## config.mk

```make
export PLATFORM = sky130hd
export DESIGN_NAME = dwu_top
export DESIGN_NICKNAME = d
export VERILOG_FILES = /design/src/dwu_pkg.sv /design/src/dwu_top.sv
export SDC_FILE = /design/constraint.sdc
export NUM_CORES = 1
export LEC_CHECK = 0
export ABC_AREA = 1
export BUFFER_PORTS_ARGS = -buffer_cell sky130_fd_sc_hd__buf_2
export CORE_AREA = 2 2 126 128
export DETAILED_ROUTE_END_ITERATION = 16
export DIE_AREA = 0 0 128 130
export SYNTH_ARGS = -nofsm -noshare
export SYNTH_HDL_FRONTEND = slang
export SYNTH_SLANG_ARGS = --single-unit
```

## constraint.sdc

```tcl
create_clock -name CLOCK_I -period 2.33 [get_ports CLOCK_I]
set_clock_uncertainty 0.1 [all_clocks]
set_input_delay 0.466 -clock CLOCK_I [delete_from_list [all_inputs] [get_ports CLOCK_I]]
set_output_delay 0.466 -clock CLOCK_I [all_outputs]
set_load 0.05 [all_outputs]
```

## src/dwu_pkg.sv

```systemverilog
// Constants and types for the dual watchdog unit.
// Assumes an APB slave with 32-bit data and word-aligned registers.
package dwu_pkg;

    // ==========================================================
    // Register offsets
    localparam logic [7:0] IND_KEY_OFS = 8'h00;
    localparam logic [7:0] IND_PSC_OFS = 8'h04;
    localparam logic [7:0] IND_RLD_OFS = 8'h08;
    localparam logic [7:0] IND_STS_OFS = 8'h0c;
    localparam logic [7:0] WIN_CTRL_OFS = 8'h10;
    localparam logic [7:0] WIN_CFG_OFS = 8'h14;
    localparam logic [7:0] WIN_STS_OFS = 8'h18;

    // ==========================================================
    // Key values
    localparam logic [15:0] KEY_ENABLE = 16'hcccc;
    localparam logic [15:0] KEY_REFRESH = 16'haaaa;
    localparam logic [15:0] KEY_UNLOCK = 16'h5555;

    // ==========================================================
    // Field positions
    localparam int PSC_W = 3;
    localparam int IND_CNT_W = 12;
    localparam int IND_DIV_W = 8;
    localparam int STS_PSC_BIT = 0;
    localparam int STS_RLD_BIT = 1;
    localparam int WIN_CNT_W = 7;
    localparam int WIN_EN_BIT = 7;
    localparam int WIN_WTB_LSB = 7;
    localparam int WIN_EWI_BIT = 9;
    localparam int WIN_FLAG_BIT = 0;
    localparam int WIN_DIV_W = 15;

    // ==========================================================
    // Reset values and thresholds
    localparam logic [2:0] IND_PSC_RST = 3'h0;
    localparam logic [11:0] IND_RLD_RST = 12'hfff;
    localparam logic [11:0] IND_CNT_ZERO = 12'h000;
    localparam logic [6:0] WIN_CNT_RST = 7'h7f;
    localparam logic [6:0] WIN_WIN_RST = 7'h7f;
    localparam logic [6:0] WIN_LIMIT = 7'h40;
    localparam logic [6:0] WIN_FIRE = 7'h3f;

    // ==========================================================
    // Bus request carrier
    typedef struct packed {
        logic sel;
        logic enable;
        logic write;
        logic [7:0] addr;
        logic [31:0] wdata;
    } dwu_apb_req_t;

endpackage : dwu_pkg

```

## src/dwu_top.sv

```systemverilog
// Dual watchdog unit: independent and window watchdog behind APB.
// Assumes the independent clock arrives as a slow level on IND_CLK_I
// and a system reset clears both reset requests.
//
// Summary of operation
// RL1: Enable key starts independent counter, decrementing per prescaled tick.
// RL2: Independent counter reaching zero requests system reset.
// RL3: Refresh key copies reload value into independent counter.
// RL4: Unlock key allows prescaler and reload value writes.
// RL5: Any other key value locks prescaler and reload again.
// RL6: Refresh key also relocks prescaler and reload.
// RL7: Hardware option starts independent watchdog after reset without key.
// RL8: Debug halt freezes or continues independent counter per external bit.
// RL9: 8-bit prescaler stage, 12-bit counter, 12-bit reload value.
// RL10: Independent watchdog counts on its own clock source.
// RL11: Independent watchdog keeps running in low-power modes.
// RL12: Window counter is 7 bits, free running on prescaled ticks.
// RL13: Window tick is bus clock divided by configured prescaler.
// RL14: Window counter decrementing to 0x3f requests system reset.
// RL15: Refresh while count above window value requests system reset.
// RL16: Prescaler codes divide 4 to 256; change only while update clear.
// RL17: Key register is write-only and reads zero.
// RL18: Software reloads window counter between window value and 0x40.
// RL19: Window watchdog is off after reset, software enable only.
// RL20: Bus writes reach independent counter logic only on its clock edges.
// RL21: Reset requests are registered and held until reset.
`timescale 1ns/1ns
module dwu_top #(
    parameter int WIN_BASE_DIV = 4096
) (
    input wire logic CLOCK_I,
    input wire logic RST_B_I,
    input wire logic PSEL_I,
    input wire logic PENABLE_I,
    input wire logic PWRITE_I,
    input wire logic [7:0] PADDR_I,
    input wire logic [31:0] PWDATA_I,
    output logic [31:0] PRDATA_O,
    output logic PREADY_O,
    output logic PSLVERR_O,
    input wire logic IND_CLK_I,
    input wire logic HW_WATCHDOG_I,
    input wire logic DBG_HALT_I,
    input wire logic DBG_FREEZE_I,
    output logic IND_RESET_REQ_O,
    output logic WIN_RESET_REQ_O
);

    // ==========================================================
    // Bus slave
    dwu_pkg::dwu_apb_req_t req;
    logic access;
    logic wr;
    logic mapped;
    logic [31:0] rd_mux;

    assign req = '{PSEL_I, PENABLE_I, PWRITE_I, PADDR_I, PWDATA_I};
    // Answer in second access cycle so read data comes from a flop
    assign access = req.sel & req.enable & ~PREADY_O;
    assign wr = req.sel & req.enable & PREADY_O & req.write;

    function automatic logic is_mapped(input logic [7:0] a);
        is_mapped = (a == dwu_pkg::IND_KEY_OFS) || (a == dwu_pkg::IND_PSC_OFS)
            || (a == dwu_pkg::IND_RLD_OFS) || (a == dwu_pkg::IND_STS_OFS)
            || (a == dwu_pkg::WIN_CTRL_OFS) || (a == dwu_pkg::WIN_CFG_OFS)
            || (a == dwu_pkg::WIN_STS_OFS);
    endfunction : is_mapped

    assign mapped = is_mapped(req.addr);

    always_ff @(posedge CLOCK_I or negedge RST_B_I) begin
        if (!RST_B_I) begin
            PREADY_O <= 1'b0;
        end else begin
            PREADY_O <= access;
        end
    end

    always_ff @(posedge CLOCK_I or negedge RST_B_I) begin
        if (!RST_B_I) begin
            PRDATA_O <= 32'h0000_0000;
            PSLVERR_O <= 1'b0;
        end else if (access) begin
            PRDATA_O <= req.write ? 32'h0000_0000 : rd_mux;
            PSLVERR_O <= ~mapped;
        end else begin
            PSLVERR_O <= 1'b0;
        end
    end

    // ==========================================================
    // Independent watchdog: registers
    logic [2:0] psc;
    logic [11:0] reload;
    logic unlocked;
    logic psc_pend;
    logic rld_pend;
    logic key_wr;
    logic [15:0] key_val;

    assign key_wr = wr && (req.addr == dwu_pkg::IND_KEY_OFS);
    assign key_val = req.wdata[15:0];

    always_ff @(posedge CLOCK_I or negedge RST_B_I) begin
        if (!RST_B_I) begin
            unlocked <= 1'b0;
        end else if (key_wr) begin
            unlocked <= (key_val == dwu_pkg::KEY_UNLOCK); // [RL4] [RL5] [RL6]
        end
    end

    // ==========================================================
    // Independent clock sampling
    logic ind_s1;
    logic ind_s2;
    logic ind_s3;
    logic ind_edge;

    // Every change of counter state waits for this edge [RL10] [RL20]
    always_ff @(posedge CLOCK_I or negedge RST_B_I) begin
        if (!RST_B_I) begin
            ind_s1 <= 1'b0;
            ind_s2 <= 1'b0;
            ind_s3 <= 1'b0;
        end else begin
            ind_s1 <= IND_CLK_I;
            ind_s2 <= ind_s1;
            ind_s3 <= ind_s2;
        end
    end

    assign ind_edge = ind_s2 & ~ind_s3;

    // Write data held here until applied on an independent clock edge
    logic [2:0] psc_shadow;
    logic [11:0] rld_shadow;
    logic start_req;
    logic refresh_req;

    always_ff @(posedge CLOCK_I or negedge RST_B_I) begin
        if (!RST_B_I) begin
            psc_shadow <= dwu_pkg::IND_PSC_RST;
            psc_pend <= 1'b0;
        end else if (wr && unlocked && !psc_pend
                     && req.addr == dwu_pkg::IND_PSC_OFS) begin
            psc_shadow <= req.wdata[dwu_pkg::PSC_W-1:0]; // [RL4] [RL16]
            psc_pend <= 1'b1;
        end else if (ind_edge) begin
            psc_pend <= 1'b0; // [RL20]
        end
    end

    always_ff @(posedge CLOCK_I or negedge RST_B_I) begin
        if (!RST_B_I) begin
            rld_shadow <= dwu_pkg::IND_RLD_RST;
            rld_pend <= 1'b0;
        end else if (wr && unlocked && !rld_pend
                     && req.addr == dwu_pkg::IND_RLD_OFS) begin
            rld_shadow <= req.wdata[dwu_pkg::IND_CNT_W-1:0]; // [RL4]
            rld_pend <= 1'b1;
        end else if (ind_edge) begin
            rld_pend <= 1'b0; // [RL20]
        end
    end

    always_ff @(posedge CLOCK_I or negedge RST_B_I) begin
        if (!RST_B_I) begin
            psc <= dwu_pkg::IND_PSC_RST;
            reload <= dwu_pkg::IND_RLD_RST;
        end else if (ind_edge) begin
            psc <= psc_shadow; // [RL20]
            reload <= rld_shadow;
        end
    end

    // A key arriving on the edge cycle is kept for the next edge
    always_ff @(posedge CLOCK_I or negedge RST_B_I) begin
        if (!RST_B_I) begin
            start_req <= 1'b0;
            refresh_req <= 1'b0;
        end else begin
            if (key_wr && key_val == dwu_pkg::KEY_ENABLE) begin
                start_req <= 1'b1;
            end else if (ind_edge) begin
                start_req <= 1'b0;
            end
            if (key_wr && key_val == dwu_pkg::KEY_REFRESH) begin
                refresh_req <= 1'b1;
            end else if (ind_edge) begin
                refresh_req <= 1'b0;
            end
        end
    end

    // ==========================================================
    // Hardware watchdog option
    logic strap_done;
    logic running;

    // Strap is caught by a clocked process after reset release
    always_ff @(posedge CLOCK_I or negedge RST_B_I) begin
        if (!RST_B_I) begin
            strap_done <= 1'b0;
        end else begin
            strap_done <= 1'b1;
        end
    end

    always_ff @(posedge CLOCK_I or negedge RST_B_I) begin
        if (!RST_B_I) begin
            running <= 1'b0;
        end else if (!strap_done && HW_WATCHDOG_I) begin
            running <= 1'b1; // [RL7]
        end else if (ind_edge && start_req) begin
            running <= 1'b1; // [RL1]
        end
    end

    // ==========================================================
    // Independent prescaler and counter
    logic [7:0] div_cnt;
    logic [7:0] div_last;
    logic [11:0] ind_cnt;
    logic frozen;
    logic ind_tick;

    // Codes 6 and 7 both give 256
    function automatic logic [7:0] psc_last(input logic [2:0] code);
        logic [8:0] d;
        d = 9'h004 << ((code > 3'h6) ? 3'h6 : code); // [RL16]
        psc_last = 8'(d - 9'h001);
    endfunction : psc_last

    assign div_last = psc_last(psc);
    // No low-power input gates this logic [RL11]
    assign frozen = DBG_HALT_I & DBG_FREEZE_I; // [RL8]
    assign ind_tick = ind_edge && running && !frozen && (div_cnt == div_last);

    always_ff @(posedge CLOCK_I or negedge RST_B_I) begin
        if (!RST_B_I) begin
            div_cnt <= 8'h00;
        end else if (ind_edge && running && !frozen) begin
            div_cnt <= (div_cnt == div_last) ? 8'h00 : div_cnt + 8'h01; // [RL9]
        end
    end

    always_ff @(posedge CLOCK_I or negedge RST_B_I) begin
        if (!RST_B_I) begin
            ind_cnt <= dwu_pkg::IND_RLD_RST;
        end else if (ind_edge && refresh_req) begin
            ind_cnt <= reload; // [RL3]
        end else if (ind_tick && ind_cnt != dwu_pkg::IND_CNT_ZERO) begin
            ind_cnt <= ind_cnt - 12'h001; // [RL1] [RL9]
        end
    end

    always_ff @(posedge CLOCK_I or negedge RST_B_I) begin
        if (!RST_B_I) begin
            IND_RESET_REQ_O <= 1'b0;
        end else if (running && ind_cnt == dwu_pkg::IND_CNT_ZERO) begin
            IND_RESET_REQ_O <= 1'b1; // [RL2] [RL21]
        end
    end

    // ==========================================================
    // Window watchdog
    logic [6:0] win_cnt;
    logic [6:0] win_val;
    logic [1:0] wtb;
    logic win_en;
    logic ewi_en;
    logic early_flag;
    logic [14:0] wdiv;
    logic [14:0] wdiv_last;
    logic win_tick;
    logic ctrl_wr;

    assign ctrl_wr = wr && (req.addr == dwu_pkg::WIN_CTRL_OFS);
    assign wdiv_last = 15'((WIN_BASE_DIV << wtb) - 1); // [RL13]
    assign win_tick = (wdiv == wdiv_last);

    always_ff @(posedge CLOCK_I or negedge RST_B_I) begin
        if (!RST_B_I) begin
            wdiv <= 15'h0000;
        end else begin
            wdiv <= win_tick ? 15'h0000 : wdiv + 15'h0001; // [RL13]
        end
    end

    always_ff @(posedge CLOCK_I or negedge RST_B_I) begin
        if (!RST_B_I) begin
            win_val <= dwu_pkg::WIN_WIN_RST;
            wtb <= 2'h0;
            ewi_en <= 1'b0;
        end else if (wr && req.addr == dwu_pkg::WIN_CFG_OFS) begin
            win_val <= req.wdata[dwu_pkg::WIN_CNT_W-1:0];
            wtb <= req.wdata[dwu_pkg::WIN_WTB_LSB+:2];
            ewi_en <= req.wdata[dwu_pkg::WIN_EWI_BIT];
        end
    end

    // Enable is set-only so faulty code cannot switch it off
    always_ff @(posedge CLOCK_I or negedge RST_B_I) begin
        if (!RST_B_I) begin
            win_en <= 1'b0;
        end else if (ctrl_wr && req.wdata[dwu_pkg::WIN_EN_BIT]) begin
            win_en <= 1'b1; // [RL19]
        end
    end

    always_ff @(posedge CLOCK_I or negedge RST_B_I) begin
        if (!RST_B_I) begin
            win_cnt <= dwu_pkg::WIN_CNT_RST;
        end else if (ctrl_wr) begin
            win_cnt <= req.wdata[dwu_pkg::WIN_CNT_W-1:0];
        end else if (win_tick) begin
            win_cnt <= win_cnt - 7'h01; // [RL12]
        end
    end

    // Set wins over a clear written in the same cycle
    always_ff @(posedge CLOCK_I or negedge RST_B_I) begin
        if (!RST_B_I) begin
            early_flag <= 1'b0;
        end else if (win_tick && ewi_en && win_cnt == dwu_pkg::WIN_LIMIT) begin
            early_flag <= 1'b1;
        end else if (wr && req.addr == dwu_pkg::WIN_STS_OFS
                     && !req.wdata[dwu_pkg::WIN_FLAG_BIT]) begin
            early_flag <= 1'b0;
        end
    end

    // Reload is safe only between window value and 0x40 [RL18]
    always_ff @(posedge CLOCK_I or negedge RST_B_I) begin
        if (!RST_B_I) begin
            WIN_RESET_REQ_O <= 1'b0;
        end else if (win_en && ctrl_wr && win_cnt > win_val) begin
            WIN_RESET_REQ_O <= 1'b1; // [RL15] [RL21]
        end else if (win_en && win_tick && win_cnt == dwu_pkg::WIN_LIMIT) begin
            WIN_RESET_REQ_O <= 1'b1; // [RL14] [RL21]
        end
    end

    // ==========================================================
    // Read multiplexer
    always_comb begin
        if (req.addr == dwu_pkg::IND_PSC_OFS) begin
            rd_mux = {29'h0, psc_shadow};
        end else if (req.addr == dwu_pkg::IND_RLD_OFS) begin
            rd_mux = {20'h0, rld_shadow};
        end else if (req.addr == dwu_pkg::IND_STS_OFS) begin
            rd_mux = {30'h0, rld_pend, psc_pend};
        end else if (req.addr == dwu_pkg::WIN_CTRL_OFS) begin
            rd_mux = {24'h0, win_en, win_cnt};
        end else if (req.addr == dwu_pkg::WIN_CFG_OFS) begin
            rd_mux = {22'h0, ewi_en, wtb, win_val};
        end else if (req.addr == dwu_pkg::WIN_STS_OFS) begin
            rd_mux = {31'h0, early_flag};
        end else begin
            rd_mux = 32'h0000_0000; // Key reads zero [RL17]
        end
    end

endmodule : dwu_top

```

**After elaboration in Yosys (flattened, before gate mapping)**

Cells that the tools add are included.

- Register bits: 130
- Input bits: 49
- Output and inout bits: 36

- Add/sub/neg operators: 6
- Order comparisons: 2
- Equality and inequality tests: 12
- Shifts and indexed selects: 2
- Muxes and demuxes: 26
- Bitwise operators: 9
- Reductions and logical operators: 50

Operators by type and width:

| kind | number |
|---|---|
| $mux 12 | 4 |
| $eq 16x16->1 const B | 2 |
| $mux 32 | 1 |
| $mux 10 | 3 |
| $logic_and 1x1->1 | 27 |
| $eq 8x5->1 const B | 3 |
| $reduce_bool 2->1 | 9 |
| $eq 16x15->1 const B | 1 |
| $eq 8x4->1 const B | 2 |
| $add 15x1->15 const B | 1 |
| $eq 15x15->1 | 1 |
| $mux 15 | 1 |
| $shl 13x2->15 const A | 1 |
| $sub 15x2->15 const B | 1 |
| $mux 7 | 2 |
| $mux 1 | 13 |
| $logic_not 12->1 | 1 |
| $reduce_bool 12->1 | 1 |
| $sub 12x1->12 const B | 1 |
| $add 8x1->8 const B | 1 |
| $eq 8x3->1 const B | 1 |
| $eq 8x8->1 | 1 |
| $logic_not 8->1 | 1 |
| $mux 8 | 1 |
| 11 further kinds | 27 |

**Logic depth before layout (Yosys ltp)**

- Depth after elaboration: 9
- Mapped depth: 12
- Mapped depth without buffers: 11

**Worst setup path after synthesis**

Ideal clock, no wire load.

- Path kind: flip-flop to flip-flop
- Start: register ind_cnt[0]
- End: register ind_cnt[10]
- Library setup time: 0.060 ns
- Data arrival time: 1.641 ns
- Setup slack: 0.529 ns
- Stages on the path, launching flop included: 13
- Path buffers: 1
- Path through: dfstp_2 -> inv_1 -> ha_1 -> inv_1 -> nor2_1 -> nand3_1 -> clkinv_1 -> nand4_2 -> nand4_4 -> nand2_4 -> buf_12 -> nand2_2 -> nand2_2

- Longest elaborated chain between the ends: 3
- Elaborated cells between the ends (all ways): 6
- Classes of those cells: add/sub: 1; mux: 2; reduce/logical: 3

Ends and longest elaborated chain:

| item | RTL line | RTL |
|---|---|---|
| start: declaration | dwu_top.sv:223 | `logic [11:0] ind_cnt;` |
| start signal: assignment | dwu_top.sv:249 | `ind_cnt <= dwu_pkg::IND_RLD_RST;` |
| start signal: assignment | dwu_top.sv:251 | `ind_cnt <= reload;` |
| start signal: assignment | dwu_top.sv:253 | `ind_cnt <= ind_cnt - 12'h001;` |
| $sub 12x1->12 / $reduce_bool 12->1 (equally long branches) | dwu_top.sv:253, dwu_top.sv:252 |  |
| $mux 12 / $logic_and 1x1->1 (equally long branches) | dwu_top.sv:252 | `end else if (ind_tick && ind_cnt != dwu_pkg::IND_CNT_ZERO) begin` |
| $mux 12 / $reduce_bool 2->1 (equally long branches) | - |  |

Parallel ways exist; a longest one is shown, timed or not. The select of a mux whose other input is x is not followed.
A chain may end at the register's enable or synchronous reset.

**Worst setup path after layout**

- Start: register ind_cnt[0]
- End: register ind_cnt[11]

The elaborated chain is that of the path after synthesis.

==> flow_metrics.env <==
export IMPL_drt_initial_drc_count=388
export IMPL_yosysSeqAreaShare_pct=46.8
export IMPL_syn_instance_count=737
export IMPL_critPathKind="reg2reg"
export IMPL_hold_end="ind_s1"
export IMPL_r2r_cells=11
export IMPL_synthAdderAreaFrac_pct=2.50
export IMPL_synth_xor_area_share_pct=2.19
export IMPL_min_delay_path_depth=1
export IMPL_max_cap_violations=0
export IMPL_area_growth_pct=12.3
export IMPL_max_freq_mhz=488
export IMPL_synth_simple_area_share_pct=27.3
export IMPL_overflow=0
export IMPL_place_port_buffers=48
export IMPL_ys_types=49
export IMPL_synth_top_area_share_pct=25.0
export IMPL_internal_power_mw=3.13
export IMPL_post_cts_buffers=0
export IMPL_clock_latency_ns=0.35
export IMPL_p_per_area_nw_per_um2=659
export IMPL_clkSlewWorstSetupHoldPaths_ns=0.07
export IMPL_rsz0062_at_grt="false"
export IMPL_coreArea_sq_um=15400
export IMPL_cts_sinks=110
export IMPL_cts_root_buf="clkbuf_16"
export IMPL_p_seq_share_pct=48.6
export IMPL_synthMostInstantiatedCell="nand2_1"
export IMPL_die_area_sq_um=16600
export IMPL_cts_tree="built"
export IMPL_synth_area_leaders="dfrtp_1 (25%), dfstp_2 (22%), nand2_1 (11%), inv_1 (5.6%), nand3_1 (5.0%)"
export IMPL_final_hold_viol_count=0
export IMPL_synthFlopType="dfrtp_1"
export IMPL_synth_warning_count=0
export IMPL_synth_area_sq_um=6010
export IMPL_placed_cell_area_sq_um=6450
export IMPL_die_h_microns=130
export IMPL_grt_pass1_vias=4579
export IMPL_synth_top_family_by_area="simple AND/OR/NAND/NOR gates"
export IMPL_drt_first_pass_iters=6
export IMPL_power_net_switching_mw=1.32
export IMPL_clockBufferDepth=2
export IMPL_htreeDepth=3
export IMPL_cp_start_kind="register"
export IMPL_routed_via_density=4.89
export IMPL_drc=0
export IMPL_grt_max_degree=41
export IMPL_hold_worst_slack_ns=0.116
export IMPL_cp_required_ns=2.53
export IMPL_synth_seq_cells=110
export IMPL_synth_compound_area_share_pct=10.7
export IMPL_gp_congestion=0.868
export IMPL_synth_commonest_cells="nand2_1 (170), inv_1 (90), dfrtp_1 (60), nand3_1 (60), dfstp_2 (50)"
export IMPL_finalCritPeriodShare_pct=87.9
export IMPL_syn_avg_cell_area_sq_um=8.16
export IMPL_grt_usage_pct=17.2
export IMPL_hp_class="in2reg"
export IMPL_ant_nets=0
export IMPL_antenna_cells=0
export IMPL_timing_rr_end="ind_cnt[11]"
export IMPL_min_delay_start="IND_CLK_I"
export IMPL_drt_total_wl_microns=13300
export IMPL_dp_hpwl_microns=10000
export IMPL_ioPinCount=85
export IMPL_rr_startpoint="ind_cnt[0]"
export IMPL_vias=4837
export IMPL_period_needed_ns=2.05
export IMPL_cts_made_buffers=9
export IMPL_ir_worst_vdd_mv=0.465
export IMPL_grt_first_pass_wirelength_microns=22600
export IMPL_cts_resized=0
export IMPL_drive_gt1_share_pct=21.2
export IMPL_postLayoutCoreUtil_pct=43.8
export IMPL_status="finished, final reports clean"
export IMPL_fill_cells=1581
export IMPL_final_nets=853
export IMPL_synth_edf_count=0
export IMPL_maxSlewViolCount=0
export IMPL_crit_fanout=12
export IMPL_async_flop_share_pct=100
export IMPL_comb_power_share_pct=16.4
export IMPL_rows=46
export IMPL_antenna_found_initial=0
export IMPL_die_x_microns=128
export IMPL_wl_per_cell_microns=13.5
export IMPL_design_area_sq_um=6750
export IMPL_cp_arrival_ns=2.24
export IMPL_leakage_nw=3.20
export IMPL_tns_ns=0
export IMPL_regToRegSetupSlack_ns=0.28
export IMPL_initial_core_util_pct=39.0
export IMPL_synthMuxAreaShare_pct=0.187
export IMPL_setup_viol=0
export IMPL_synth_top_area_cell="dfrtp_1"
export IMPL_swShare_pct=29.7
export IMPL_clkPwrFrac_pct=35.1
export IMPL_endpoint_kind="register"
metal layers:
layer | part of all wire [%] | global-route usage, % | wire, microns | vias up
met2 | 49 | 29.1 | 6570 | 75
met4 | 1.6 | 4.27 | 208 | 0
met5 | 0 | 0 | 0 | -
li1 | - | - | - | 2473
met1 | 45 | 22.4 | 6070 | 2272
met3 | 3.8 | 4.18 | 501 | 17
cells in the final DEF, fill, tap and decap left out, types with 4 or more instances in the layout:
master / count
nand2_1: 170
inv_1: 90
dfrtp_1: 60
nand3_1: 60
dfstp_2: 50
buf_2: 47
nor2_1: 45
o21ai_0: 44
o21ai_1: 24
nand2_2: 21
conb_1: 21
a21oi_1: 18
nand4_1: 12
ha_1: 12
nor3_1: 10
xor2_1: 9
clkbuf_16: 9
buf_4: 9
nor4_1: 7
xnor2_1: 6
o211ai_1: 6
inv_2: 5
a22oi_1: 5
nor2_2: 4
nor2_4: 4
nand3b_1: 4
worst max-delay path, stage by stage (launching register included):
cell	delay, ns
dfstp_2	0.53
inv_1	0.08
ha_1	0.22
inv_1	0.09
nor2_1	0.07
nand3_1	0.12
clkinv_1	0.11
nand4_2	0.12
nand4_4	0.18
nand2_4	0.23
nand2_1	0.07
nand2_1	0.06
power by group through the flow:
stage / sequential, mW / clock (mW) / combinational (mW)
after global routing: 2.18 / 1.69 / 0.845
after global placement: 2.19 / 0 / 0.721
after CTS: 2.16 / 1.61 / 0.736
final: 2.16 / 1.56 / 0.730
after floorplan: 2.17 / 0 / 0.569
after detailed placement: 2.19 / 0 / 0.731
layout make-up:
class	instances	area (sq um)	area share [%]
flip-flops and latches	110	2820	41.7
multi-input cells	513	2660	39.4
repair buffers	60	373	5.52
inverters	98	368	5.45
well taps	192	240	3.56
clock buffers	10	229	3.39
clock inverters	6	67.6	1.00
repair_timing:
item,in CTS,in global routing
hold buffers,1,0
setup endpoints to repair,0,0
hold endpoints to repair,22,0
kinds of logic (layout without fill, tap and decap cells):
kind of cell / Yosys count / count (layout)
compound gates: 115 / 115
xor+xnor: 15 / 15
fa+ha+maj: 12 / 12
buf+inv: 133 / 174
flops: 110 / 110
mux: 1 / 1
other cells: 2 / 21
simple gates: 349 / 349
how the worst max path moves through the flow:
stage | startpoint | slack, ns | to
after floorplan | ind_cnt[0] | 0.53 | ind_cnt[10]
after global placement | ind_cnt[0] | 0.30 | ind_cnt[11]
after global routing | ind_cnt[0] | 0.09 | ind_cnt[11]
final | ind_cnt[0] | 0.28 | ind_cnt[11]
after CTS | ind_cnt[0] | 0.27 | ind_cnt[11]
after detailed placement | PADDR_I[1] | 0.28 | PRDATA_O[6]
stage by stage:
stage                     cells  total power [mW]  setup slack [ns]
after detailed placement    972              2.93             0.282
after global placement      972              2.92             0.300
after CTS                   989              4.51             0.269
after global routing        989              4.72            0.0945
after floorplan             756              2.74             0.529
final                       989              4.45             0.283
flip-flops by register name (all words and copies together) (netlist names), 2 cells and up:
signal,count
wdiv,15
PRDATA_O,12
ind_cnt,12
reload,12
rld_shadow,12
div_cnt,8
win_cnt,7
win_val,7
psc,3
psc_shadow,3
wtb,2
Note: power is estimated with default switching activity, not from simulation.
